===== src/design/fcsp_pkg.sv =====
/*
 * Constants and carrier types of the flash command, status and protection block.
 * Assumes a 32-bit APB register bus and a single 100 MHz clock.
 */
package fcsp_pkg;

    // ------------------------------------------------------------
    // Register byte offsets
    // ------------------------------------------------------------
    localparam logic [7:0] FCSP_OFS_DIVIDER = 8'h00;
    localparam logic [7:0] FCSP_OFS_SECURE  = 8'h04;
    localparam logic [7:0] FCSP_OFS_CONFIG  = 8'h08;
    localparam logic [7:0] FCSP_OFS_PROTECT = 8'h0c;
    localparam logic [7:0] FCSP_OFS_STATUS  = 8'h10;
    localparam logic [7:0] FCSP_OFS_COMMAND = 8'h14;

    // ------------------------------------------------------------
    // Field positions and masks
    // ------------------------------------------------------------
    localparam logic [7:0] FCSP_CONFIG_MASK  = 8'he0;
    localparam int         FCSP_KEY_EN_BIT   = 5;
    localparam int         FCSP_ST_BUF_EMPTY = 7;
    localparam int         FCSP_ST_COMPLETE  = 6;
    localparam int         FCSP_ST_PROT_VIOL = 5;
    localparam int         FCSP_ST_ACC_ERR   = 4;
    localparam int         FCSP_ST_BLANK     = 2;
    localparam int         FCSP_DIV_LOADED   = 7;

    // ------------------------------------------------------------
    // Reset values and fixed codes
    // ------------------------------------------------------------
    localparam logic [7:0]  FCSP_RST_CONFIG   = 8'h00;
    localparam logic [7:0]  FCSP_RST_PROTECT  = 8'hff;
    localparam logic [1:0]  FCSP_RST_SECURE   = 2'h3;
    localparam logic [1:0]  FCSP_SEC_UNSECURE = 2'h2;
    localparam logic [15:0] FCSP_KEY_LO       = 16'hffb0;
    localparam logic [15:0] FCSP_KEY_HI       = 16'hffb7;
    localparam int          FCSP_PAGE_BYTES   = 512;
    localparam int          FCSP_PAGE_SHIFT   = $clog2(FCSP_PAGE_BYTES);

    // ------------------------------------------------------------
    // Command codes and sequence states
    // ------------------------------------------------------------
    typedef enum logic [7:0] {
        FCSP_CMD_BLANK = 8'h05,
        FCSP_CMD_BYTE  = 8'h20,
        FCSP_CMD_BURST = 8'h25,
        FCSP_CMD_PAGE  = 8'h40,
        FCSP_CMD_MASS  = 8'h41
    } fcsp_cmd_t;

    typedef enum logic [1:0] {
        FCSP_SEQ_IDLE  = 2'b00,
        FCSP_SEQ_DATA  = 2'b01,
        FCSP_SEQ_CMD   = 2'b10
    } fcsp_seq_t;

    typedef struct packed {
        logic [7:0]  code;
        logic [15:0] addr;
        logic [7:0]  data;
    } fcsp_op_t;

endpackage


===== src/design/fcsp_flash_ctrl.sv =====
/*
 * Register side of the flash controller: configuration, protection,
 * status and command registers, command sequencing and the one-deep
 * burst buffer in front of the array engine.
 * Assumes the array engine pulses op_done_in once per started operation,
 * and that CPU writes into the array space arrive on the array write port.
 */
// Overview of operation
// - Config bits 7:5 read/write, rest zero
// - Key window write starts command when disabled
// - Key window write is key write when enabled
// - Protection loaded from nonvolatile copy at reset
// - Software may only lower protect boundary
// - Protection disable set blocks software changes
// - Debug host may write protection freely
// - Boundary protects high addresses from program/erase
// - Disable bit zero protects, one protects nothing
// - Status bits 3,1,0 read zero
// - Buffer-empty cleared by launch, set by transfer
// - Only burst programs queue behind running command
// - Complete flag set when idle, cleared launch
// - Protected target sets violation, drops command
// - Access error on sequence, divider, stop
// - Blank flag set by passing blank check
// - Codes for blank check, byte, burst program
// - Codes for page and mass erase
// - Other codes raise access error
// - Program/erase locked until divider written once
// - Security code unsecured after key or blank
`timescale 1ns/1ps

module fcsp_flash_ctrl #(
    parameter int ADDR_W = 16
) (
    input  wire logic                 clock_in,
    input  wire logic                 nrst_in,
    input  wire logic                 psel_in,
    input  wire logic                 penable_in,
    input  wire logic                 pwrite_in,
    input  wire logic [7:0]           paddr_in,
    input  wire logic [31:0]          pwdata_in,
    output logic      [31:0]          prdata_out,
    output logic                      pready_out,
    output logic                      pslverr_out,
    input  wire logic                 array_wr_in,
    input  wire logic [ADDR_W-1:0]    array_addr_in,
    input  wire logic [7:0]           array_data_in,
    input  wire logic [7:0]           nv_protect_in,
    input  wire logic [1:0]           nv_security_in,
    input  wire logic                 debug_prot_wr_in,
    input  wire logic [7:0]           debug_prot_data_in,
    input  wire logic                 key_match_in,
    input  wire logic                 stop_in,
    input  wire logic                 op_done_in,
    input  wire logic                 op_blank_in,
    output fcsp_pkg::fcsp_op_t        op_out,
    output logic                      op_start_out,
    output logic                      op_abort_out,
    output logic                      key_wr_out,
    output logic      [7:0]           key_data_out,
    output logic      [7:0]           divider_out,
    output logic      [1:0]           security_state_code_out
);

    // ------------------------------------------------------------
    // Elaboration check
    // ------------------------------------------------------------
    if (ADDR_W != 16) begin : g_bad_width
        $error("fcsp_flash_ctrl: key window decode needs ADDR_W of 16");
    end

    // ------------------------------------------------------------
    // State
    // ------------------------------------------------------------
    logic [7:0]          config_register;
    logic [7:0]          protection_register;
    logic [7:0]          command_code_register;
    logic [1:0]          security_state_code;
    logic                nv_loaded;
    logic                divider_loaded_flag;
    logic                protection_violation_flag;
    logic                access_error_flag;
    logic                blank_verified_flag;
    logic                buf_full;
    logic                busy;
    fcsp_pkg::fcsp_op_t  buf_op;
    fcsp_pkg::fcsp_op_t  seq_op;
    fcsp_pkg::fcsp_seq_t seq;

    // ------------------------------------------------------------
    // Bus decode
    // ------------------------------------------------------------
    logic       wr;
    logic       mapped;
    logic [7:0] wdat;
    logic       wr_status;
    logic       wr_command;
    logic       launch;
    logic       key_hit;
    logic       seq_wr;
    logic       cmd_legal;
    logic       cmd_needs_div;
    logic       target_prot;
    logic       launch_ok;
    logic       launch_err;
    logic       transfer;
    logic       stop_err;
    logic       seq_err;
    logic       command_buffer_empty_flag;
    logic       command_complete_flag;

    assign wr          = psel_in & penable_in & pwrite_in;
    assign wdat        = pwdata_in[7:0];
    assign pready_out  = 1'b1;
    assign mapped      = (paddr_in == fcsp_pkg::FCSP_OFS_DIVIDER)
                       | (paddr_in == fcsp_pkg::FCSP_OFS_SECURE)
                       | (paddr_in == fcsp_pkg::FCSP_OFS_CONFIG)
                       | (paddr_in == fcsp_pkg::FCSP_OFS_PROTECT)
                       | (paddr_in == fcsp_pkg::FCSP_OFS_STATUS)
                       | (paddr_in == fcsp_pkg::FCSP_OFS_COMMAND);
    assign pslverr_out = psel_in & penable_in & ~mapped;
    assign wr_status   = wr & (paddr_in == fcsp_pkg::FCSP_OFS_STATUS);
    assign wr_command  = wr & (paddr_in == fcsp_pkg::FCSP_OFS_COMMAND);
    assign launch      = wr_status & wdat[fcsp_pkg::FCSP_ST_BUF_EMPTY];

    // ------------------------------------------------------------
    // Command checks
    // ------------------------------------------------------------
    assign key_hit = array_wr_in & config_register[fcsp_pkg::FCSP_KEY_EN_BIT]
                   & (array_addr_in >= fcsp_pkg::FCSP_KEY_LO)
                   & (array_addr_in <= fcsp_pkg::FCSP_KEY_HI);
    assign seq_wr  = array_wr_in & ~key_hit;

    always_comb begin
        unique case (seq_op.code)
            fcsp_pkg::FCSP_CMD_BLANK,
            fcsp_pkg::FCSP_CMD_BYTE,
            fcsp_pkg::FCSP_CMD_BURST,
            fcsp_pkg::FCSP_CMD_PAGE,
            fcsp_pkg::FCSP_CMD_MASS:  cmd_legal = 1'b1;
            default:                  cmd_legal = 1'b0;
        endcase
    end

    assign cmd_needs_div = (seq_op.code != fcsp_pkg::FCSP_CMD_BLANK);

    // Protected region sits above the boundary page; mass erase touches it
    always_comb begin
        if (protection_register[0]) begin
            target_prot = 1'b0;
        end else if (seq_op.code == fcsp_pkg::FCSP_CMD_MASS) begin
            target_prot = 1'b1;
        end else if (seq_op.code == fcsp_pkg::FCSP_CMD_BLANK) begin
            target_prot = 1'b0;
        end else begin
            target_prot = seq_op.addr[15:fcsp_pkg::FCSP_PAGE_SHIFT]
                          > protection_register[7:1];
        end
    end

    // Non-burst commands may not stack behind work in flight
    assign launch_err = launch & ((seq != fcsp_pkg::FCSP_SEQ_CMD) | ~cmd_legal
                      | (cmd_needs_div & ~divider_loaded_flag)
                      | buf_full
                      | (busy & (seq_op.code != fcsp_pkg::FCSP_CMD_BURST)));
    assign launch_ok  = launch & ~launch_err & ~target_prot;
    assign transfer   = buf_full & ~busy & ~stop_in;
    assign stop_err   = stop_in & (busy | buf_full);
    assign seq_err    = (seq_wr & (seq != fcsp_pkg::FCSP_SEQ_IDLE))
                      | (wr_command & (seq != fcsp_pkg::FCSP_SEQ_DATA));

    assign command_buffer_empty_flag = ~buf_full;
    assign command_complete_flag     = ~buf_full & ~busy;

    // ------------------------------------------------------------
    // Configuration and divider
    // ------------------------------------------------------------
    always_ff @(posedge clock_in or negedge nrst_in) begin
        if (!nrst_in) begin
            config_register <= fcsp_pkg::FCSP_RST_CONFIG;
        end else if (wr & (paddr_in == fcsp_pkg::FCSP_OFS_CONFIG)) begin
            config_register <= wdat & fcsp_pkg::FCSP_CONFIG_MASK;
        end
    end

    // Any write sets the divider loaded flag, whatever the value written; later writes still change the divider
    always_ff @(posedge clock_in or negedge nrst_in) begin
        if (!nrst_in) begin
            divider_out         <= 8'h00;
            divider_loaded_flag <= 1'b0;
        end else if (wr & (paddr_in == fcsp_pkg::FCSP_OFS_DIVIDER)) begin
            divider_out         <= {1'b0, wdat[6:0]};
            divider_loaded_flag <= 1'b1;
        end
    end

    // ------------------------------------------------------------
    // Protection and security
    // ------------------------------------------------------------
    // Nonvolatile copy is caught on the first edge after release
    always_ff @(posedge clock_in or negedge nrst_in) begin
        if (!nrst_in) begin
            nv_loaded           <= 1'b0;
            protection_register <= fcsp_pkg::FCSP_RST_PROTECT;
        end else if (!nv_loaded) begin
            nv_loaded           <= 1'b1;
            protection_register <= nv_protect_in;
        end else if (debug_prot_wr_in) begin
            protection_register <= debug_prot_data_in;
        end else if (wr & (paddr_in == fcsp_pkg::FCSP_OFS_PROTECT)
                     & ~protection_register[0]
                     & (wdat[7:1] < protection_register[7:1])) begin
            protection_register <= {wdat[7:1], 1'b0};
        end
    end

    always_ff @(posedge clock_in or negedge nrst_in) begin
        if (!nrst_in) begin
            security_state_code <= fcsp_pkg::FCSP_RST_SECURE;
        end else if (!nv_loaded) begin
            security_state_code <= nv_security_in;
        end else if (key_match_in | (op_done_in & busy & op_blank_in
                     & (op_out.code == fcsp_pkg::FCSP_CMD_BLANK))) begin
            security_state_code <= fcsp_pkg::FCSP_SEC_UNSECURE;
        end
    end

    assign security_state_code_out = security_state_code;

    // ------------------------------------------------------------
    // Command sequence
    // ------------------------------------------------------------
    // Any misstep drops the partial command and restarts the sequence
    always_ff @(posedge clock_in or negedge nrst_in) begin
        if (!nrst_in) begin
            seq    <= fcsp_pkg::FCSP_SEQ_IDLE;
            seq_op <= '0;
        end else if (seq_err | launch | stop_err) begin
            seq <= fcsp_pkg::FCSP_SEQ_IDLE;
        end else if (seq_wr) begin
            seq         <= fcsp_pkg::FCSP_SEQ_DATA;
            seq_op.addr <= array_addr_in;
            seq_op.data <= array_data_in;
        end else if (wr_command) begin
            seq         <= fcsp_pkg::FCSP_SEQ_CMD;
            seq_op.code <= wdat;
        end
    end

    always_ff @(posedge clock_in or negedge nrst_in) begin
        if (!nrst_in) begin
            command_code_register <= 8'h00;
        end else if (wr_command) begin
            command_code_register <= wdat;
        end
    end

    always_ff @(posedge clock_in or negedge nrst_in) begin
        if (!nrst_in) begin
            key_wr_out   <= 1'b0;
            key_data_out <= 8'h00;
        end else begin
            key_wr_out <= key_hit;
            if (key_hit) begin
                key_data_out <= array_data_in;
            end
        end
    end

    // ------------------------------------------------------------
    // Buffer and execution
    // ------------------------------------------------------------
    always_ff @(posedge clock_in or negedge nrst_in) begin
        if (!nrst_in) begin
            buf_full <= 1'b0;
            buf_op   <= '0;
        end else if (stop_err) begin
            buf_full <= 1'b0;
        end else if (launch_ok) begin
            buf_full <= 1'b1;
            buf_op   <= seq_op;
        end else if (transfer) begin
            buf_full <= 1'b0;
        end
    end

    always_ff @(posedge clock_in or negedge nrst_in) begin
        if (!nrst_in) begin
            busy         <= 1'b0;
            op_out       <= '0;
            op_start_out <= 1'b0;
            op_abort_out <= 1'b0;
        end else begin
            op_start_out <= transfer;
            op_abort_out <= stop_err & busy;
            if (stop_err) begin
                busy <= 1'b0;
            end else if (transfer) begin
                busy   <= 1'b1;
                op_out <= buf_op;
            end else if (op_done_in) begin
                busy <= 1'b0;
            end
        end
    end

    // ------------------------------------------------------------
    // Status flags: a set in the same cycle as a clear wins
    // ------------------------------------------------------------
    always_ff @(posedge clock_in or negedge nrst_in) begin
        if (!nrst_in) begin
            protection_violation_flag <= 1'b0;
        end else if (launch & ~launch_err & target_prot) begin
            protection_violation_flag <= 1'b1;
        end else if (wr_status & wdat[fcsp_pkg::FCSP_ST_PROT_VIOL]) begin
            protection_violation_flag <= 1'b0;
        end
    end

    always_ff @(posedge clock_in or negedge nrst_in) begin
        if (!nrst_in) begin
            access_error_flag <= 1'b0;
        end else if (launch_err | stop_err | seq_err) begin
            access_error_flag <= 1'b1;
        end else if (wr_status & wdat[fcsp_pkg::FCSP_ST_ACC_ERR]) begin
            access_error_flag <= 1'b0;
        end
    end

    always_ff @(posedge clock_in or negedge nrst_in) begin
        if (!nrst_in) begin
            blank_verified_flag <= 1'b0;
        end else if (op_done_in & busy & ~stop_err & op_blank_in
                     & (op_out.code == fcsp_pkg::FCSP_CMD_BLANK)) begin
            blank_verified_flag <= 1'b1;
        end else if (launch_ok) begin
            blank_verified_flag <= 1'b0;
        end
    end

    // ------------------------------------------------------------
    // Read data
    // ------------------------------------------------------------
    always_comb begin
        prdata_out = 32'h0000_0000;
        if (psel_in & ~pwrite_in) begin
            unique case (paddr_in)
                fcsp_pkg::FCSP_OFS_DIVIDER: prdata_out[7:0] =
                    {divider_loaded_flag, divider_out[6:0]};
                fcsp_pkg::FCSP_OFS_SECURE:  prdata_out[1:0] = security_state_code;
                fcsp_pkg::FCSP_OFS_CONFIG:  prdata_out[7:0] = config_register;
                fcsp_pkg::FCSP_OFS_PROTECT: prdata_out[7:0] = protection_register;
                fcsp_pkg::FCSP_OFS_STATUS:  prdata_out[7:0] =
                    {command_buffer_empty_flag, command_complete_flag,
                     protection_violation_flag, access_error_flag,
                     1'b0, blank_verified_flag, 2'b00};
                fcsp_pkg::FCSP_OFS_COMMAND: prdata_out[7:0] = command_code_register;
                default:                    prdata_out = 32'h0000_0000;
            endcase
        end
    end

endmodule


===== config.mk =====
export PLATFORM = sky130hd
export DESIGN_NAME = fcsp_flash_ctrl
export DESIGN_NICKNAME = d
export VERILOG_FILES = /design/src/design/fcsp_pkg.sv /design/src/design/fcsp_flash_ctrl.sv
export SDC_FILE = /design/constraint.sdc
export NUM_CORES = 1
export LEC_CHECK = 0
export BUFFER_PORTS_ARGS = -buffer_cell sky130_fd_sc_hd__buf_2
export CAP_MARGIN = 20
export CORE_AREA = 2 2 121 123
export DETAILED_ROUTE_END_ITERATION = 12
export DIE_AREA = 0 0 123 125
export GPL_TIMING_DRIVEN = 1
export PLACE_DENSITY = 0.87
export SETUP_SLACK_MARGIN = 0.15
export SLEW_MARGIN = 0
export SYNTH_ARGS = -nofsm -noshare
export SYNTH_HDL_FRONTEND = slang
export SYNTH_SLANG_ARGS = --single-unit

===== constraint.sdc =====
create_clock -name clock_in -period 2.6 [get_ports clock_in]
set_input_delay 0.39 -clock clock_in [delete_from_list [all_inputs] [get_ports clock_in]]
set_output_delay 0.39 -clock clock_in [all_outputs]
set_load 0.1 [all_outputs]

==> flow_metrics.py, run 1 <==
metrics = {
    "run_status": {
        "status": "finished, violations left",
        "violations": "negative setup slack",
    },
    "worst_hold_path": {
        "hp-start": "op_done_in",
        "hp-class": "in2reg",
    },
    "global_route": {
        "grt_pass1_wl_um": 26100,
        "globalRouteMet2Util_pct": 36.5,
        "track_usage_pct": 22.4,
        "grt_pass1_vias": 4927,
        "gr-usage-met3_pct": 7.53,
        "grt_antenna_before_repair": 2,
        "busiest_layer": "met2",
        "grt_max_degree": 66,
        "grt_overflow": 0,
        "gr-usage-met1_pct": 28.3,
    },
    "pwr": {
        "ir_drop_mv": 0.557,
        "p_leak_nw": 4.45,
        "power_density_nw_per_um2": 643,
    },
    "synthesis": {
        "synth_seq_area_share_pct": 54.4,
        "netlist.area_leader.share_pct": 50.4,
        "ys_ff_latch": 144,
        "synthArstFlopShare_pct": 100,
        "yosys.area.top_type": "dfrtp_1",
        "yosys-top-cells-area": "dfrtp_1 50%, mux2_2 20%, dfstp_2 3.9%",
        "syn_area_per_cell_um2": 13.1,
        "synth_top_cells_by_count": "134 x dfrtp_1, 117 x mux2_2, 28 x buf_4, 20 x nand2_1, 17 x o21ai_0",
        "synth_cell_types": 52,
        "synth_top_flop_cell": "dfrtp_1",
        "synth_area_um2": 6650,
        "yosysMostFrequentCell": "dfrtp_1",
        "synth_cells": 507,
        "synth_edf_count": 0,
        "yosys_warnings": 0,
    },
    "setup_path": {
        "path_class": "reg2reg",
        "reg2reg_from": "protection_register[5]",
        "cpMaxStageDelayCell": "dfstp_2",
        "max_stage_delay_ps": 540,
        "path_delay_family": "compound AO/OA/AOI/OAI gates",
        "cp.arrival_ps": 2960,
        "worstSetupStartpointType": "flop",
        "worst_setup_path_end_kind": "flop",
        "crit_required_ps": 2900,
        "crit_start": "protection_register[5]",
        "crit_path_cell_trace": "inv_2 -> ha_1 -> and3_4 -> a221oi_2 -> o21ai_2 -> a211oi_4 -> and2_4 -> clkbuf_16 -> mux2_4",
        "path_max_fanout": 8,
        "crit_buf_inv": 2,
    },
    "detailed_routing": {
        "dr.pass1.iters": 6,
        "drtAntennaViolNets": 0,
        "routed_via_density": 5.40,
        "route.detailed.wl_per_inst_um": 19.2,
        "vias": 4734,
        "drt_wl_total_um": 16900,
        "drcViolationCount": 0,
        "drtIter0Drc": 292,
    },
    "clock_tree": {
        "cts_root_buffer": "clkbuf_16",
        "tritoncts": "done",
        "cts.sinks": 144,
        "cts_buffer_depth": 2,
        "clk_transition_reported_paths_ps": 60,
        "cts-htree-levels": 4,
        "clk-insertion-delay-late_ps": 420,
        "cts_made_buffers": 17,
    },
    "timing": {
        "layout_setup_ws_ps": -60.9,
        "tightestPinTransition_ps": 628,
        "fmax_mhz": 376,
        "rsz0062_at_grt": "true",
        "finalSetupViolCount": 28,
        "finClkSkew_ps": 13.1,
        "max-slew-margin-rel_pct": 58.2,
        "post-route-period-util_pct": 102,
        "slew_violations": 0,
        "min_period_ps": 2660,
        "report.final.hold_viol_count": 0,
    },
    "place": {
        "dp_hpwl_um": 11500,
        "dpl_cell_area_um2": 7960,
        "portBuffers": 129,
        "post-place-cells": 833,
        "routabilityCongestion": 0.857,
    },
    "finish": {
        "stdcell_count": 877,
        "area.sequential_um2": 3620,
        "syn2layout_area_growth_pct": 33.0,
        "drive_gt1_share_pct": 54.0,
        "fillers": 1057,
        "multi_input_area_um2": 3170,
        "layout.nets": 784,
        "fin_area_um2": 8850,
    },
    "die": {
        "initial_core_util_pct": 46.8,
        "die_h_um": 125,
        "io_pins": 180,
        "core_um2": 14200,
        "placementRows": 44,
        "design.die.area_um2": 15400,
        "dieWidth_um": 123,
    },
    "flow_run": {
        "cap_violations": 0,
    },
}
per-stage QoR:
step	utilization [%]	hold WS (ps)	worst slack, ps	setup TNS (ps)	power (W)
after floorplan	-	94.4	-80.8	-1770	0.00309
after global placement	56.1	418	51.1	0	0.00329
after global routing	62.3	172	-109	-2540	0.00590
final	62.3	181	-60.9	-997	0.00569
after detailed placement	56.1	431	-7.71	-24.5	0.00333
after CTS	60.8	169	11.9	0	0.00569
state kept, by name (all words and copies together) (netlist names), 2 cells and up:
name                     cells
buf_op                      32
command_code_register        8
config_register              3
divider_out                  7
key_data_out                 8
op_out                      32
protection_register          8
security_state_code_out      2
seq                          2
seq_op                      32
worst paths after layout:
kind                                                to  slack [ps]  cells past startpoint
worst max-delay path                        buf_op[19]         -60                      9
worst min-delay path                              busy         180                      2
worst max register to register              buf_op[19]         -60                      9
worst min register to register               op_out[7]         500                      1
max in group asynchronous       protection_register[5]        1310                      3
min in group asynchronous                    buf_op[8]         530                      2
routing by layer:
metal / wire length (µm) / share of wire (%)
met5: 7 / 0.042
met2: 8320 / 49
met4: 241 / 1.4
met1: 6950 / 41
met3: 1350 / 8.0
cell type report:
type                    instances  share of cell area [%]
flip-flops and latches        144                    40.9
repair buffers                172                    13.7
clock inverters                13                    1.54
clock buffers                  19                    4.89
diodes                          2                  0.0566
multi-input cells             330                    35.8
inverters                      13                   0.552
well taps                     184                    2.60
timing repair:
action	in CTS	in global routing
setup buffers	2	3
setup endpoints to repair	33	40
pin swaps	12	10
gates resized for setup	11	35
gates cloned	2	2
hold endpoints to repair	39	0
hold buffers	1	0
power by group:
part	internal, W	switching [W]
clock network	0.00141	0.000945
logic	0.000354	0.000491
registers	0.00238	0.000110
cell families (layout without fill, tap and decap cells):
logic type	after synthesis	count (layout)	share of synthesized area, %
flip-flops	144	144	54.4
multiplexers	135	135	22.6
AND/OR/NAND/NOR	98	98	9.18
buffers and inverters	58	217	5.47
AO/OA/AOI/OAI	57	57	5.85
adder cells (fa/ha/maj)	13	13	2.45
other	2	29	0.113
placed cells by master (no fill, tap or decap), drive strengths merged, types with 6 or more instances in the layout:
cell and count:
a21oi 15, a222oi 8, and3 6, buf 169
clkbuf 21, clkinv 8, conb 27, dfrtp 134
dfstp 10, ha 13, inv 15, mux2 121
mux2i 14, nand2 20, nand2b 8, nand3 9
nor2 13, nor2b 12, nor4b 6, o21ai 17
Power figures use the tool's default switching activity.
==> run 2, diff against run 1 <==
ABC_AREA = 1   (was unset)
CORE_AREA = 2 2 100 141   (was 2 2 121 123)
DIE_AREA = 0 0 102 143   (was 0 0 123 125)
PLACE_DENSITY = 0.9   (was 0.87)
clock period = 2.9 ns   (was 2.6 ns; I/O delays follow)
==> flow_metrics.py, run 2 <==
metrics = {
    "finish": {
        "stdcell_count": 1164,
        "layout.nets": 1075,
        "layout_commonest_cell": "nand2_1",
        "fillers": 1103,
        "final_cell_mix": "321 x nand2_1, 134 x dfrtp_1, 123 x buf_2",
        "area.sequential_um2": 3620,
        "top_regs": "buf_op (32), op_out (32), seq_op (32)",
        "final_core_util_pct": 62.9,
        "multi_input_area_um2": 2840,
        "syn2layout_area_growth_pct": 20.5,
        "antenna_cells": 0,
        "drive_gt1_share_pct": 23.1,
    },
    "clock_tree": {
        "cts_made_buffers": 17,
        "tritoncts": "done",
        "clk-insertion-delay-late_ps": 420,
        "cts.sinks": 144,
        "cts_root_buffer": "clkbuf_16",
        "clk_transition_reported_paths_ps": 70,
        "cts-htree-levels": 4,
        "cts_buffer_depth": 2,
    },
    "pwr": {
        "pwr-share-seq_pct": 43.4,
        "ir_drop_mv": 0.451,
        "p_clk_share_pct": 44.5,
        "switching_share_pct": 28.5,
        "comb_power_share_pct": 12.1,
        "intPower_w": 0.00356,
        "switching_power_w": 0.00142,
        "p_leak_nw": 4.55,
        "power_density_nw_per_um2": 597,
    },
    "place": {
        "routabilityCongestion": 0.946,
        "dp_hpwl_um": 12100,
        "post-place-cells": 1131,
        "portBuffers": 129,
    },
    "setup_path": {
        "path_class": "in2out",
        "worst_setup_path_end_kind": "output port",
        "r2r_slack_ps": 560,
        "worstSetupStartpointType": "primary input",
        "path_max_fanout": 6,
        "ff2ff_path_depth": 12,
        "crit_required_ps": 2470,
        "reg2reg_from": "protection_register[7]",
        "cp.arrival_ps": 2080,
        "r2r_end": "buf_op[8]",
    },
    "synthesis": {
        "yosys-top-cells-area": "dfrtp_1 48%, nand2_1 17%, nand3_1 6.1%",
        "synth_cells": 839,
        "synth_cell_types": 39,
        "synth_top_flop_cell": "dfrtp_1",
        "synth_edf_count": 0,
        "synthArstFlopShare_pct": 100,
        "synth_area_um2": 6920,
        "yosys.area.top_type": "dfrtp_1",
        "yosysMostFrequentCell": "nand2_1",
        "ys_ff_latch": 144,
        "yosys_warnings": 0,
        "netlist.area_leader.share_pct": 48.4,
        "synth_seq_area_share_pct": 52.2,
        "syn_area_per_cell_um2": 8.25,
        "synth_top_cells_by_count": "321 x nand2_1, 134 x dfrtp_1, 84 x nand3_1, 52 x inv_1, 37 x o21ai_0",
    },
    "global_route": {
        "grt_max_degree": 68,
        "grt_overflow": 0,
        "grt_antenna_before_repair": 0,
        "grt_pass1_vias": 5815,
        "track_usage_pct": 24.1,
        "grt_pass1_wl_um": 27500,
    },
    "detailed_routing": {
        "route.detailed.wl_per_inst_um": 14.2,
        "vias": 5952,
        "dr.pass1.iters": 5,
        "drt_wl_total_um": 16500,
        "drtIter0Drc": 356,
        "drcViolationCount": 0,
        "routed_via_density": 5.11,
        "drtAntennaViolNets": 0,
    },
    "worst_hold_path": {
        "holdPathStages": 2,
        "holdPathEnd": "busy",
        "hp-class": "in2reg",
        "hp-start": "op_done_in",
    },
    "timing": {
        "post-route-period-util_pct": 86.6,
        "finalSetupViolCount": 0,
        "tightestPinTransition_ps": 544,
        "finClkSkew_ps": 12.6,
        "report.final.hold_viol_count": 0,
        "fin_hold_ws_ps": 202,
        "slew_violations": 0,
        "rsz0062_at_grt": "false",
        "fmax_mhz": 398,
        "max-slew-margin-rel_pct": 63.5,
        "min_period_ps": 2510,
    },
    "die": {
        "initial_core_util_pct": 52.2,
        "die_h_um": 143,
        "design.die.area_um2": 14600,
        "io_pins": 180,
        "core_um2": 13300,
        "dieWidth_um": 102,
        "placementRows": 50,
    },
    "run_status": {
        "status": "finished, final reports clean",
    },
    "flow_run": {
        "cap_violations": 0,
    },
}
run 2: changes by cell type after synthesis, moves of 7 or more:
cell      delta
a222oi_1     -8
buf_2        +7
inv_1       +39
inv_2       +11
mux2_2     -117
mux2i_1     -14
nand2_1    +301
nand2_2     +13
nand2b_1     -8
nand3_1     +75
nor2_1      +16
nor2b_1     -12
o21ai_0     +20
run 2: final cells by class:
cell class / count / share of cell area [%]
Sequential cell: 144 / 43.3
Timing Repair Buffer: 139 / 9.64
Inverter: 66 / 2.97
Multi-Input combinational cell: 601 / 34.0
Tap cell: 182 / 2.73
Clock buffer: 18 / 5.26
Clock inverter: 14 / 2.02
run 2: worst max-delay path: stages:
cell     delay [ps]
buf_2           110
nor2_2          170
nand2_1         120
nor2_4          180
inv_1            80
nor3_2          270
nand2_1         120
a31oi_1         360
buf_12          230
run 2: per-stage QoR:
step | instance area, µm² | power (W) | TNS [ps] | worst slack (ps)
6_report | 8340 | 0.00498 | 0 | 389
3_5_place_dp | 7720 | 0.00279 | 0 | 310
3_3_place_gp | 7720 | 0.00277 | 0 | 313
4_1_cts | 8330 | 0.00501 | 0 | 240
5_1_grt | 8340 | 0.00516 | 0 | 261
2_1_floorplan | 7040 | 0.00263 | -1780 | -374
run 2: power groups by stage:
stage	logic, W	clock network [W]	registers [W]
global placement	0.000582	0	0.00219
finish	0.000604	0.00222	0.00216
detailed placement	0.000597	0	0.00219
floorplan	0.000409	0	0.00222
global route	0.000664	0.00233	0.00217
CTS	0.000604	0.00225	0.00216
run 2: routing by layer:
| layer | vias up | wire, µm | track usage (%) |
|---|---|---|---|
| met5 | - | 0 | 0 |
| met4 | 0 | 616 | 11.5 |
| met3 | 47 | 1210 | 5.48 |
| met2 | 252 | 8370 | 40.5 |
| met1 | 2733 | 6340 | 28.9 |
| li1 | 2920 | - | - |
run 2: worst max-delay path by stage:
stage | start | endpoint | slack (ps) | cells after the start
2_1_floorplan | paddr_in[6] | prdata_out[2] | -370 | 7
5_1_grt | paddr_in[1] | prdata_out[0] | 260 | 9
6_report | paddr_in[1] | prdata_out[7] | 390 | 9
3_5_place_dp | paddr_in[1] | prdata_out[6] | 310 | 9
3_3_place_gp | paddr_in[1] | prdata_out[6] | 310 | 9
4_1_cts | paddr_in[1] | prdata_out[6] | 240 | 9
run 2: repair_timing:
| item | 4_1_cts | 5_1_grt |
|---|---|---|
| endpoints found under the setup margin | 0 | 2 |
| buffers inserted | 0 | 0 |
| hold buffers | 1 | 0 |
| hold endpoints to repair | 30 | 0 |
| resized for setup | 0 | 2 |
run 2: logic make-up (layout without fill, tap and decap cells):
logic type,Yosys count,after routing,synth area share (%)
AO/OA/AOI/OAI,75,75,6.22
adder cells (fa/ha/maj),13,13,2.35
buffers and inverters,119,237,8.57
flip-flops,144,144,52.2
other,2,27,0.109
AND/OR/NAND/NOR,486,486,30.5
